===== config.mk =====
export PLATFORM = sky130hd
export DESIGN_NAME = event_routing
export DESIGN_NICKNAME = d
export VERILOG_FILES = /design/src/event_routing_pkg.sv /design/src/select_if.sv /design/src/event_routing.sv /design/src/interrupt_mux.sv
export SDC_FILE = /design/constraint.sdc
export NUM_CORES = 1
export LEC_CHECK = 0
export BUFFER_PORTS_ARGS = -buffer_cell sky130_fd_sc_hd__buf_2
export CORE_ASPECT_RATIO = 0.9
export CORE_MARGIN = 1.5
export CORE_UTILIZATION = 51
export DETAILED_ROUTE_END_ITERATION = 12
export GPL_TIMING_DRIVEN = 1
export PLACE_DENSITY = 0.91
export SYNTH_ARGS = -nofsm -noshare
export SYNTH_HDL_FRONTEND = slang
export SYNTH_SLANG_ARGS = --single-unit

===== constraint.sdc =====
create_clock -name clk -period 3 [get_ports clk]
set_input_delay 0.6 -clock clk [delete_from_list [all_inputs] [get_ports clk]]
set_output_delay 0.6 -clock clk [all_outputs]
set_load 0.02 [all_outputs]

===== src/event_routing_pkg.sv =====
// constants and types for the event and interrupt routing block
package event_routing_pkg;
  localparam int DataWidth = 32;
  localparam int AddrWidth = 32;
  localparam int DmaChannels = 64;
  localparam int CpuLines = 16;
  localparam int FixedLines = 4;
  localparam int SelWidth = 5;
  localparam int SourceCount = 32;
  localparam logic [31:0] SelectHighAddr = 32'h019c0000;
  localparam logic [31:0] SelectLowAddr = 32'h019c0004;
  // default selector codes, lines 4..15
  localparam logic [4:0] ResetSel [FixedLines:CpuLines-1] = '{
    5'h04, 5'h05, 5'h06, 5'h07, 5'h08, 5'h09,
    5'h03, 5'h0a, 5'h0b, 5'h00, 5'h01, 5'h02};
  // bit position of each selector field within its register
  localparam int FieldPos [0:5] = '{0, 5, 10, 16, 21, 26};
  localparam logic [1:0] RespOkay = 2'b00;
  localparam logic [1:0] RespSlvErr = 2'b10;
  typedef logic [SelWidth-1:0] sel_t;
  typedef logic [SourceCount-1:0] source_t;
endpackage


===== src/select_if.sv =====
// selector fields passed from the register file to the interrupt mux
`timescale 1ns/1ps
interface select_if;
  import event_routing_pkg::*;
  sel_t sel [FixedLines:CpuLines-1];
  modport regs (output sel);
  modport mux (input sel);
endinterface

===== src/event_routing.sv =====
// event and interrupt routing: fixed dma event map and selectable cpu lines
// Functional notes
// - dma channel 0 takes host-port or pci to cpu event; pci absent leaves host port
// - sdram refresh events of interfaces a and b drive channels 3 and 20
// - pin events four to seven drive channels 4 to 7 in order
// - viterbi rx/tx, turbo rx/tx drive channels 28..31; reserved without coprocessors
// - cell rx drives channel 32, cell tx channel 40; reserved without that port
// - channel 21 reserved; 16, 22-27, 33-39, 41-47, 56-63 have no source
// - each channel also accepts transfer-completion or alternate-completion events
// - events of absent pci and cell peripherals never assert their channels; completion events still can
// - sixteen prioritized interrupt lines go to the cpu
// - line 0 is reset and highest; priority falls as number rises
// - lines 0 to 3 fixed and non-maskable, not affected by selectors
// - lines 4 to 15 maskable and carry default sources after reset
// - software writes a five-bit code per line to pick its source
// - select high register at 0x019c0000, select low at 0x019c0004
// - five-bit fields, line 4 at low bits 4:0 resetting to 00100
// - channels tied to one event, captured even when channel disabled
//
// Implementation choice: register access over AXI4-Lite.
`timescale 1ns/1ps
module event_routing
#(
  parameter bit HasPci = 1'b1,
  parameter bit HasCell = 1'b1,
  parameter bit HasCoproc = 1'b1
) (
  // clock and reset
  input wire logic clk,
  input wire logic rst_n,
  // axi4-lite write address and data
  input wire logic [event_routing_pkg::AddrWidth-1:0] s_axi_awaddr,
  input wire logic s_axi_awvalid,
  output logic s_axi_awready,
  input wire logic [event_routing_pkg::DataWidth-1:0] s_axi_wdata,
  input wire logic [3:0] s_axi_wstrb,
  input wire logic s_axi_wvalid,
  output logic s_axi_wready,
  output logic [1:0] s_axi_bresp,
  output logic s_axi_bvalid,
  input wire logic s_axi_bready,
  // axi4-lite read
  input wire logic [event_routing_pkg::AddrWidth-1:0] s_axi_araddr,
  input wire logic s_axi_arvalid,
  output logic s_axi_arready,
  output logic [event_routing_pkg::DataWidth-1:0] s_axi_rdata,
  output logic [1:0] s_axi_rresp,
  output logic s_axi_rvalid,
  input wire logic s_axi_rready,
  // peripheral event levels, same clock
  input wire logic host_event,
  input wire logic pci_event,
  input wire logic timer_zero_event,
  input wire logic timer_one_event,
  input wire logic timer_two_event,
  input wire logic sdram_refresh_event_a,
  input wire logic sdram_refresh_event_b,
  input wire logic [15:0] pin_event,
  input wire logic [2:0] serial_tx_event,
  input wire logic [2:0] serial_rx_event,
  input wire logic viterbi_rx_event,
  input wire logic viterbi_tx_event,
  input wire logic turbo_rx_event,
  input wire logic turbo_tx_event,
  input wire logic cell_rx_event,
  input wire logic cell_tx_event,
  input wire logic [event_routing_pkg::DmaChannels-1:0] completion_event,
  input wire logic [event_routing_pkg::DmaChannels-1:0] alt_completion_event,
  // other interrupt sources
  input wire logic reset_event,
  input wire logic nmi_event,
  input wire logic dma_done_event,
  input wire logic emu_dma_event,
  input wire logic emu_rx_event,
  input wire logic emu_tx_event,
  input wire logic cell_int_event,
  input wire logic viterbi_int_event,
  input wire logic turbo_int_event,
  // outputs to dma and cpu
  output logic [event_routing_pkg::DmaChannels-1:0] dma_sync,
  output logic [event_routing_pkg::CpuLines-1:0] cpu_int
);
  import event_routing_pkg::*;

  // register state
  sel_t selReg [FixedLines:CpuLines-1];
  sel_t selNext [FixedLines:CpuLines-1];
  logic awHeld_reg, awHeld_next, wHeld_reg, wHeld_next;
  logic [AddrWidth-1:0] awAddr_reg, awAddr_next;
  logic [DataWidth-1:0] wData_reg, wData_next;
  logic [3:0] wStrb_reg, wStrb_next;
  logic bValid_reg, bValid_next;
  logic [1:0] bResp_reg, bResp_next;
  logic rValid_reg, rValid_next;
  logic [1:0] rResp_reg, rResp_next;
  logic [DataWidth-1:0] rData_reg, rData_next;
  logic [DmaChannels-1:0] dmaNext;
  logic [CpuLines-1:0] intNext;
  logic [CpuLines-1:FixedLines] selected;
  source_t sources;

  select_if selBus ();

  // pack the two selector registers from their fields
  function automatic logic [DataWidth-1:0] packReg(input bit high);
    logic [DataWidth-1:0] v;
    v = '0;
    for (int i = 0; i < 6; i++) begin
      v[FieldPos[i] +: SelWidth] = high ? selReg[FixedLines+6+i] : selReg[FixedLines+i];
    end
    return v;
  endfunction

  // byte-lane aware merge of a field
  function automatic sel_t mergeField(input sel_t old, input int pos,
      input logic [DataWidth-1:0] d, input logic [3:0] strb);
    sel_t r;
    r = old;
    for (int b = 0; b < SelWidth; b++) begin
      if (strb[(pos+b)/8]) begin
        r[b] = d[pos+b];
      end
    end
    return r;
  endfunction

  always_comb begin
    awHeld_next = awHeld_reg;
    wHeld_next = wHeld_reg;
    awAddr_next = awAddr_reg;
    wData_next = wData_reg;
    wStrb_next = wStrb_reg;
    bValid_next = bValid_reg;
    bResp_next = bResp_reg;
    for (int l = FixedLines; l < CpuLines; l++) begin
      selNext[l] = selReg[l];
    end
    // address and data may arrive in either order
    if (s_axi_awvalid && !awHeld_reg) begin
      awHeld_next = 1'b1;
      awAddr_next = s_axi_awaddr;
    end
    if (s_axi_wvalid && !wHeld_reg) begin
      wHeld_next = 1'b1;
      wData_next = s_axi_wdata;
      wStrb_next = s_axi_wstrb;
    end
    if (awHeld_reg && wHeld_reg && !bValid_reg) begin
      awHeld_next = 1'b0;
      wHeld_next = 1'b0;
      bValid_next = 1'b1;
      bResp_next = RespOkay;
      if (awAddr_reg[31:2] == SelectLowAddr[31:2]) begin
        for (int i = 0; i < 6; i++) begin
          selNext[FixedLines+i] = mergeField(selReg[FixedLines+i], FieldPos[i],
            wData_reg, wStrb_reg);
        end
      end else if (awAddr_reg[31:2] == SelectHighAddr[31:2]) begin
        for (int i = 0; i < 6; i++) begin
          selNext[FixedLines+6+i] = mergeField(selReg[FixedLines+6+i], FieldPos[i],
            wData_reg, wStrb_reg);
        end
      end else begin
        bResp_next = RespSlvErr;
      end
    end
    if (bValid_reg && s_axi_bready) begin
      bValid_next = 1'b0;
    end
  end

  always_comb begin
    rValid_next = rValid_reg;
    rResp_next = rResp_reg;
    rData_next = rData_reg;
    if (s_axi_arvalid && !rValid_reg) begin
      rValid_next = 1'b1;
      rResp_next = RespOkay;
      rData_next = '0;
      if (s_axi_araddr[31:2] == SelectLowAddr[31:2]) begin
        rData_next = packReg(1'b0);
      end else if (s_axi_araddr[31:2] == SelectHighAddr[31:2]) begin
        rData_next = packReg(1'b1);
      end else begin
        rResp_next = RespSlvErr;
      end
    end else if (rValid_reg && s_axi_rready) begin
      rValid_next = 1'b0;
    end
  end

  // fixed one-event-per-channel map; unlisted channels carry only completion events
  always_comb begin
    dmaNext = '0;
    dmaNext[0] = host_event | (HasPci & pci_event);
    dmaNext[1] = timer_zero_event;
    dmaNext[2] = timer_one_event;
    dmaNext[3] = sdram_refresh_event_a;
    dmaNext[7:4] = pin_event[7:4];
    dmaNext[11:8] = pin_event[3:0];
    dmaNext[12] = serial_tx_event[0];
    dmaNext[13] = serial_rx_event[0];
    dmaNext[14] = serial_tx_event[1];
    dmaNext[15] = serial_rx_event[1];
    dmaNext[17] = serial_tx_event[2];
    dmaNext[18] = serial_rx_event[2];
    dmaNext[19] = timer_two_event;
    dmaNext[20] = sdram_refresh_event_b;
    dmaNext[28] = HasCoproc & viterbi_rx_event;
    dmaNext[29] = HasCoproc & viterbi_tx_event;
    dmaNext[30] = HasCoproc & turbo_rx_event;
    dmaNext[31] = HasCoproc & turbo_tx_event;
    dmaNext[32] = HasCell & cell_rx_event;
    dmaNext[40] = HasCell & cell_tx_event;
    dmaNext[55:48] = pin_event[15:8];
    // completion chaining on every channel; no enable gating here, the dma latches it
    dmaNext = dmaNext | completion_event | alt_completion_event;
  end

  // selectable source table, indexed by the five-bit code
  always_comb begin
    sources = '0;
    sources[0] = host_event | (HasPci & pci_event);
    sources[1] = timer_zero_event;
    sources[2] = timer_one_event;
    sources[3] = sdram_refresh_event_a;
    sources[7:4] = pin_event[7:4];
    sources[8] = dma_done_event;
    sources[9] = emu_dma_event;
    sources[10] = emu_rx_event;
    sources[11] = emu_tx_event;
    sources[12] = serial_tx_event[0];
    sources[13] = serial_rx_event[0];
    sources[14] = serial_tx_event[1];
    sources[15] = serial_rx_event[1];
    sources[16] = pin_event[0];
    sources[17] = serial_tx_event[2];
    sources[18] = serial_rx_event[2];
    sources[19] = timer_two_event;
    sources[20] = sdram_refresh_event_b;
    sources[23] = HasCell & cell_int_event;
    sources[30] = HasCoproc & viterbi_int_event;
    sources[31] = HasCoproc & turbo_int_event;
  end

  always_comb begin
    for (int l = FixedLines; l < CpuLines; l++) begin
      selBus.sel[l] = selReg[l];
    end
  end

  interrupt_mux uMux (
    .selPort(selBus.mux),
    .sources(sources),
    .selected(selected)
  );

  // index order is priority order for the cpu, 0 highest
  always_comb begin
    intNext = '0;
    intNext[0] = reset_event;
    intNext[1] = nmi_event;
    intNext[CpuLines-1:FixedLines] = selected;
  end

  always_ff @(posedge clk or negedge rst_n) begin
    if (!rst_n) begin
      for (int l = FixedLines; l < CpuLines; l++) begin
        selReg[l] <= ResetSel[l];
      end
      awHeld_reg <= 1'b0;
      wHeld_reg <= 1'b0;
      awAddr_reg <= '0;
      wData_reg <= '0;
      wStrb_reg <= '0;
      bValid_reg <= 1'b0;
      bResp_reg <= RespOkay;
      rValid_reg <= 1'b0;
      rResp_reg <= RespOkay;
      rData_reg <= '0;
      dma_sync <= '0;
      cpu_int <= '0;
    end else begin
      for (int l = FixedLines; l < CpuLines; l++) begin
        selReg[l] <= selNext[l];
      end
      awHeld_reg <= awHeld_next;
      wHeld_reg <= wHeld_next;
      awAddr_reg <= awAddr_next;
      wData_reg <= wData_next;
      wStrb_reg <= wStrb_next;
      bValid_reg <= bValid_next;
      bResp_reg <= bResp_next;
      rValid_reg <= rValid_next;
      rResp_reg <= rResp_next;
      rData_reg <= rData_next;
      dma_sync <= dmaNext;
      cpu_int <= intNext;
    end
  end

  // ready flags registered so outputs come from flops
  logic awReady_reg, wReady_reg, arReady_reg;
  always_ff @(posedge clk or negedge rst_n) begin
    if (!rst_n) begin
      awReady_reg <= 1'b0;
      wReady_reg <= 1'b0;
      arReady_reg <= 1'b0;
    end else begin
      awReady_reg <= !awHeld_next && !(s_axi_awvalid && !awHeld_reg);
      wReady_reg <= !wHeld_next && !(s_axi_wvalid && !wHeld_reg);
      arReady_reg <= !rValid_next;
    end
  end

  assign s_axi_awready = awReady_reg;
  assign s_axi_wready = wReady_reg;
  assign s_axi_arready = arReady_reg;
  assign s_axi_bvalid = bValid_reg;
  assign s_axi_bresp = bResp_reg;
  assign s_axi_rvalid = rValid_reg;
  assign s_axi_rresp = rResp_reg;
  assign s_axi_rdata = rData_reg;
endmodule


===== src/interrupt_mux.sv =====
// per-line source selection for the maskable cpu interrupt lines
`timescale 1ns/1ps
module interrupt_mux (
  // selectors
  select_if.mux selPort,
  // sources and selected levels
  input wire event_routing_pkg::source_t sources,
  output logic [event_routing_pkg::CpuLines-1:event_routing_pkg::FixedLines] selected
);
  import event_routing_pkg::*;
  genvar g;
  generate
    for (g = FixedLines; g < CpuLines; g++) begin : gLine
      assign selected[g] = sources[selPort.sel[g]];
    end
  endgenerate
endmodule


==> summary.txt, run 1 <==
Status
  – Outcome: finished clean

Placement
  – Post-DP Area: between 10000 and 15000 µm²
  – DP HPWL: about 26000 µm
  – Port bufs: roughly 390
  – Dpl cells: approximately 1500
  – GP Congestion: between 0.9 and 1

Pwr
  – P_sw: approximately 2.5 mW
  – Int Power: 6.48 mW
  – Flop pwr share: 46.9%
  – Comb pwr share: between 10% and 20%
  – PD cells: 606 nW/µm²
  – Sw Share: ~28%
  – Clock share of power: 36.0%
  – Pwr Total: 8.95 mW
  – Max VDD drop: 0.523 mV
  – Leak: ~6.5 nW

Layout
  – Most common cell after layout, fill and taps aside: buf_2
  – Synth-to-Final Area Change: 26.4%
  – Final net count: around 1500
  – Share of cells above drive strength 1: a little under three fifths
  – Finished Layout Cells: 1569
  – Post-route cell area: around 15000 µm²
  – Max reg flops: 64
  – Commonest non-fill, non-tap cells in the layout: 386 x buf_2, 221 x dfrtp_1, 150 x mux2_2
  – Top reg by flops: dma_sync

STA
  – Max_slew headroom: between 40% and 50%
  – Final setup violation count: 0
  – Setup TNS: 0 ns
  – Period Utilization, post-route: 84.3%
  – RSZ-0062 raised after global routing: no
  – Hold_ws: slightly above 0.1 ns
  – Slew Viols, Final: 0
  – Fmax: 395 MHz
  – Fin crit period: approximately 2.5 ns
  – Final hold vios: 0
  – Actual slew at the worst max-slew pin: 0.754 ns
  – Worst clock skew: between 0.01 and 0.015 ns

Worst hold path
  – Min-delay worst type: in -> async

Floorplanning
  – # IOs: 400
  – Die Wd: roughly 160 µm
  – Core area: approximately 22000 µm²
  – Die area: between 20000 and 25000 µm²
  – Initial Utilization: between 50% and 60%
  – Die Height: between 100 and 150 µm
  – Core Rows: 52

Global routing
  – Grt ovf: 0
  – First-pass GRT wire length: ~54000 µm
  – Vias in the first global route: about 9500
  – GRT Overall Usage: 30.0%
  – Initial antenna violation count: 8
  – Pin count of the biggest net entering global routing: about 90

Critical path
  – Crit path kind: reg -> reg
  – Worst Path Arrival: slightly below 3 ns
  – Max FO, Critical Path: 9
  – CP top delay family: simple AND/OR/NAND/NOR gates
  – CP cell instances: nand3b_1 -> or3_1 -> nor4_4 -> mux2_2
  – Largest stage delay, worst path: between 0.7 and 0.8 ns
  – R2R Path Start: s_axi_bvalid
  – Bufs and invs on worst path: 0
  – CP startpoint kind: flip-flop
  – Crit-path slowest cell: or3_1
  – Crit. Startpoint: s_axi_bvalid
  – Crit end category: flip-flop
  – CP Data Required Time: approximately 3.4 ns

Synthesis
  – Syn Std Cell Area: approximately 12000 µm²
  – Share of the synthesized area in the top cell type: 47.4%
  – Ranking of synthesized cells by area: dfrtp_1 47%, mux2_2 14%, mux4_2 9.3%
  – Avg Cell Area, Syn: 13.2 µm²
  – Ys flop type: dfrtp_1
  – Area leader, netlist: dfrtp_1
  – Synth warn: 0
  – Synth Register Bits: around 240
  – Asr flop ratio synth: 100%
  – Post-synth EDFFs: 0
  – Post-Syn Instances: 883
  – Sequential-to-total area share from yosys stat: 51.9%
  – Post-synth cell types: 45

Clock network
  – Total of cells resized after clock tree synthesis: 0
  – CTS tree: done
  – CTS Sinks: approximately 240
  – Hold_buf cts: 0
  – # H-tree levels: 1
  – CTS clock-pin slew for the worst setup and hold paths: approximately 0.06 ns
  – Worst-skew pair later-pin latency: ~0.53 ns
  – Largest buffer count on any clock path: 3
  – Post-CTS Setup Repair Bufs: 0
  – Root buffer cell: clkbuf_16
  – CTS Buf Count: 26

Routing
  – DR vias/cell: between 5 and 6
  – Post-route ant nets: 0
  – First-pass DRT Iterations: 5
  – Detailed Route WL: roughly 36000 µm
  – Avg WL per Cell: 22.8 µm
  – Detailed-route via count: ~9200
  – Residual DRC count: 0
  – Drt initial violations: 670

Run
  – Max-Cap Viols: 0
-- per-stage QoR --
step | util [%] | setup slack (ns)
finish | 65.7 | 0.471
global route | 65.7 | 0.288
CTS | 65.7 | 0.405
detailed placement | 61.8 | 0.434
global placement | 61.8 | 0.487
floorplan | - | 0.787
-- metal layers --
layer / wire, µm / global-route usage (%) / share of wire [%] / vias to the layer above
met4: 1690 / 15.0 / 4.7 / 0
met5: 0 / 0 / 0 / -
met1: 11500 / 32.3 / 32 / 4516
li1: - / - / - / 4005
met3: 2990 / 5.74 / 8.3 / 118
met2: 19600 / 55.9 / 55 / 567
-- final cells by class --
type / instances / area (µm²)
tap: 297 / 372
clock inverter: 10 / 131
clock buffer: 38 / 746
fill: 1620 / 7690
sequential: 241 / 6060
timing repair buffer: 403 / 2090
multi-input combinational: 554 / 5270
inverter: 20 / 75.1
antenna: 6 / 15.0
-- cell families after synthesis --
| logic type | synth area share [%] |
|---|---|
| simple gates | 11.2 |
| buf+inv | 3.19 |
| flops | 51.9 |
| compound gates | 5.50 |
| other cells | 0.0321 |
| mux | 28.2 |
-- synth_stat cells, types with 2 or more instances --
library cell / number
nand3b_1: 3
mux2_1: 6
dfrtp_1: 221
o21ai_0: 33
a21oi_1: 13
nor4_2: 3
or3_1: 45
o311ai_0: 11
buf_4: 6
nor3_1: 3
clkbuf_1: 51
or2_2: 31
nor2_1: 14
inv_1: 20
nor4_4: 8
a31oi_1: 11
mux2_2: 150
mux2i_1: 45
nand2b_1: 16
a32oi_1: 10
nand2_1: 38
nand4bb_1: 2
or4_1: 3
dfstp_2: 20
nor2b_1: 2
a311o_1: 10
buf_1: 15
nand4_1: 13
nor4_1: 5
mux4_2: 48
nand3_1: 13
-- path summary, 6_finish.rpt --
check	end	slack [ns]	cells after the start
max	selBus.sel[32]	0.47	4
min reg2reg	s_axi_rdata[29]	0.47	2
min in group clk	cpu_int[1]	0.18	1
max in group asynchronous	selBus.sel[23]	2.07	2
max reg2reg	selBus.sel[32]	0.47	4
min	dma_sync[17]	0.10	1
-- power by group through the flow --
stage | combinational [mW] | clock, mW | sequential (mW)
finish | 1.53 | 3.22 | 4.20
global placement | 1.46 | 0 | 4.19
detailed placement | 1.52 | 0 | 4.23
CTS | 1.54 | 3.27 | 4.19
floorplan | 0.912 | 0 | 4.16
global route | 1.65 | 3.43 | 4.25
Note: power is estimated with default switching activity, not from simulation.
==> inputs of run 2 (changes only) <==
Settings changed: CORE_UTILIZATION 51 to 46, PLACE_DENSITY 0.91 to 0.87.
Clock period 3 ns to 2.04 ns, I/O delays scaled along.
==> summary.txt, run 2 (same netlist as run 1, synthesis figures left out) <==
Floorplanning
  – Die Wd: 171 µm (+5.2%)
  – Initial Utilization: 46.6% (-5.4 points)
  – Core Rows: 55 (+5.8%)
  – # IOs: 400 (unchanged)
  – Die area: 26300 µm² (+11%)
  – Die Height: 154 µm (+5.2%)
  – Core area: 25000 µm² (+12%)

Critical path
  – Max FO, Critical Path: 9 (unchanged)
  – Worst Path Arrival: 2.48 ns (-0.45 ns)
  – Bufs and invs on worst path: 2 (+2)
  – CP startpoint kind: flip-flop
  – Crit path kind: reg -> reg
  – CP cell instances: nor4_4 -> nand4_4 -> buf_12 -> nor4_4 -> buf_6 -> mux2_2
  – CP Data Required Time: 2.47 ns (-0.94 ns)
  – Crit end category: flip-flop
  – Crit-path slowest cell: dfrtp_1
  – CP most frequent cell: nor4_4
  – Largest stage delay, worst path: 0.40 ns (-0.31 ns)
  – CP top delay family: simple AND/OR/NAND/NOR gates

STA
  – Hold_ws: 0.0450 ns (-0.0575 ns)
  – Max_slew headroom: 59.4% (+9.7 points)
  – Final setup violation count: 4 (+4)
  – RSZ-0062 raised after global routing: yes
  – Final hold vios: 0 (unchanged)
  – Fin crit period: 2.05 ns (-0.477 ns)
  – Period Utilization, post-route: 101% (+16 points)
  – Slew Viols, Final: 0 (unchanged)
  – Actual slew at the worst max-slew pin: 0.609 ns (-0.145 ns)
  – Fmax: 487 MHz (+23%)
  – Worst clock skew: 0.00939 ns (-0.00489 ns)
  – Final setup margin: -0.0126 ns (-0.483 ns)

Global routing
  – Initial antenna violation count: 7 (-1)
  – Pin count of the biggest net entering global routing: 70 (-24%)
  – GRT Overall Usage: 27.9% (-2.2 points)
  – First-pass GRT wire length: 55100 µm (+2.9%)
  – Grt ovf: 0 (unchanged)
  – Vias in the first global route: 9799 (+3.2%)

Layout
  – Finished Layout Cells: 1643 (+4.7%)
  – Synth-to-Final Area Change: 32.1%
  – Top reg by flops: dma_sync
  – Final net count: 1557 (+2.1%)
  – Final Util: 61.6% (-4.2 points)
  – Commonest non-fill, non-tap cells in the layout: 386 x buf_2, 219 x dfrtp_1, 127 x mux2_2
  – Most common cell after layout, fill and taps aside: buf_2
  – Fillers: 1930 (+19%)
  – Max reg flops: 64 (unchanged)
  – Share of cells above drive strength 1: 57.9% (+1.8 points)
  – Post-route cell area: 15400 µm² (+4.5%)

Pwr
  – Leak: 6.77 nW (+4.4%)
  – PD cells: 903 nW/µm² (+49%)
  – Max VDD drop: 0.876 mV (+68%)
  – Pwr Total: 13.9 mW (+56%)

Clock network
  – CTS tree: done
  – CTS clock-pin slew for the worst setup and hold paths: 0.06 ns (about the same)
  – # H-tree levels: 1 (unchanged)
  – Worst-skew pair later-pin latency: 0.54 ns (about the same)
  – Post-CTS Setup Repair Bufs: 0 (unchanged)
  – Root buffer cell: clkbuf_16
  – CTS Sinks: 241 (unchanged)
  – CTS Buf Count: 26 (unchanged)
  – Largest buffer count on any clock path: 3 (unchanged)

Routing
  – First-pass DRT Iterations: 7 (+2)
  – Detailed-route via count: 9414 (+2.3%)
  – Highest routed layer: met4
  – Wire length on met3: 3340 µm (+12%)
  – M1 wire length: 12000 µm (+3.9%)
  – Drt initial violations: 836 (+25%)
  – Detailed Route WL: 37200 µm (+3.9%)
  – Avg WL per Cell: 22.6 µm (-0.79%)
  – Met2 wire length: 20400 µm (+4.2%)
  – DR vias/cell: 5.73 (-2.3%)
  – Post-route ant nets: 0 (unchanged)
  – Residual DRC count: 0 (unchanged)

Status
  – Outcome: complete, but fails checks
  – Violated checks: setup timing

Placement
  – GP Congestion: 0.914 (-1.5%)
  – Port bufs: 387 (unchanged)
  – Dpl cells: 1589 (+4.9%)
  – DP HPWL: 27100 µm (+4.3%)
  – Post-DP Area: 14300 µm² (+2.9%)

Worst hold path
  – Min-delay worst type: in -> reg

Run
  – Max-Cap Viols: 0 (unchanged)
-- run 2: cell count changes in the layout (fill, tap and decap cells not counted), sizes merged --
cell         delta
diode           -3
buf            +29
clkinv          +1
clkbuf          -7
bufinv          +5
dlygate4sd3     +3
clkinvlp        +1
-- run 2: timing repair --
item | 4_1_cts | 5_1_grt
gates resized for setup | 7 | 30
endpoints found under the hold margin | 53 | 1
setup endpoints to repair | 40 | 48
hold buffers | 2 | 1
pin swaps | 0 | 0
-- run 2: layout make-up --
cell class                      count  area (µm²)  share of cell area, %
Clock buffer                       31         699                   4.53
Tap cell                          342         428                   2.77
Antenna cell                        3        7.51                 0.0487
Clock inverter                     17         283                   1.83
Sequential cell                   241        6060                   39.3
Timing Repair Buffer              435        2450                   15.9
Inverter                           20        75.1                  0.487
Multi-Input combinational cell    554        5420                   35.1
-- run 2: per-layer routing --
| metal | vias to the layer above | GRT usage, % |
|---|---|---|
| met5 | - | 0 |
| met4 | 0 | 9.69 |
| met3 | 120 | 5.30 |
| met2 | 615 | 53.4 |
| met1 | 4603 | 30.4 |
| li1 | 4076 | - |
-- run 2: per-stage QoR --
| step | TNS [ns] | setup WS [ns] |
|---|---|---|
| final | -0.0317 | -0.0126 |
| after global routing | -1.17 | -0.0939 |
| after CTS | -0.00723 | -0.00355 |
| after detailed placement | -8.23 | -0.318 |
| after global placement | -7.35 | -0.266 |
| after floorplan | -0.235 | -0.0139 |
-- run 2: worst paths after layout --
kind / start / end / slack [ns] / cells past startpoint
min in group asynchronous: rst_n / dma_sync[13] / 0.44 / 2
hold / removal: s_axi_bready / s_axi_bvalid / 0.04 / 2
setup / recovery: awAddr_reg[26] / selBus.sel[55] / -0.01 / 6
max in group asynchronous: rst_n / selBus.sel[5] / 0.89 / 3
setup reg to reg: awAddr_reg[26] / selBus.sel[55] / -0.01 / 6
hold reg to reg: s_axi_rdata[17] / s_axi_rdata[17] / 0.48 / 2
-- run 2: worst register-to-register path, stage by stage (launching register included) --
cell	delay, ns
dfrtp_1	0.40
nor4_4	0.35
nand4_4	0.15
buf_12	0.18
nor4_4	0.30
buf_6	0.20
mux2_2	0.35
-- run 2: power by group --
part / internal, mW / switching (mW) / total, mW
Combinational: 1.26 / 1.10 / 2.36
Clock: 3.34 / 2.01 / 5.35
Sequential: 5.57 / 0.648 / 6.22
Total: 10.2 / 3.76 / 13.9
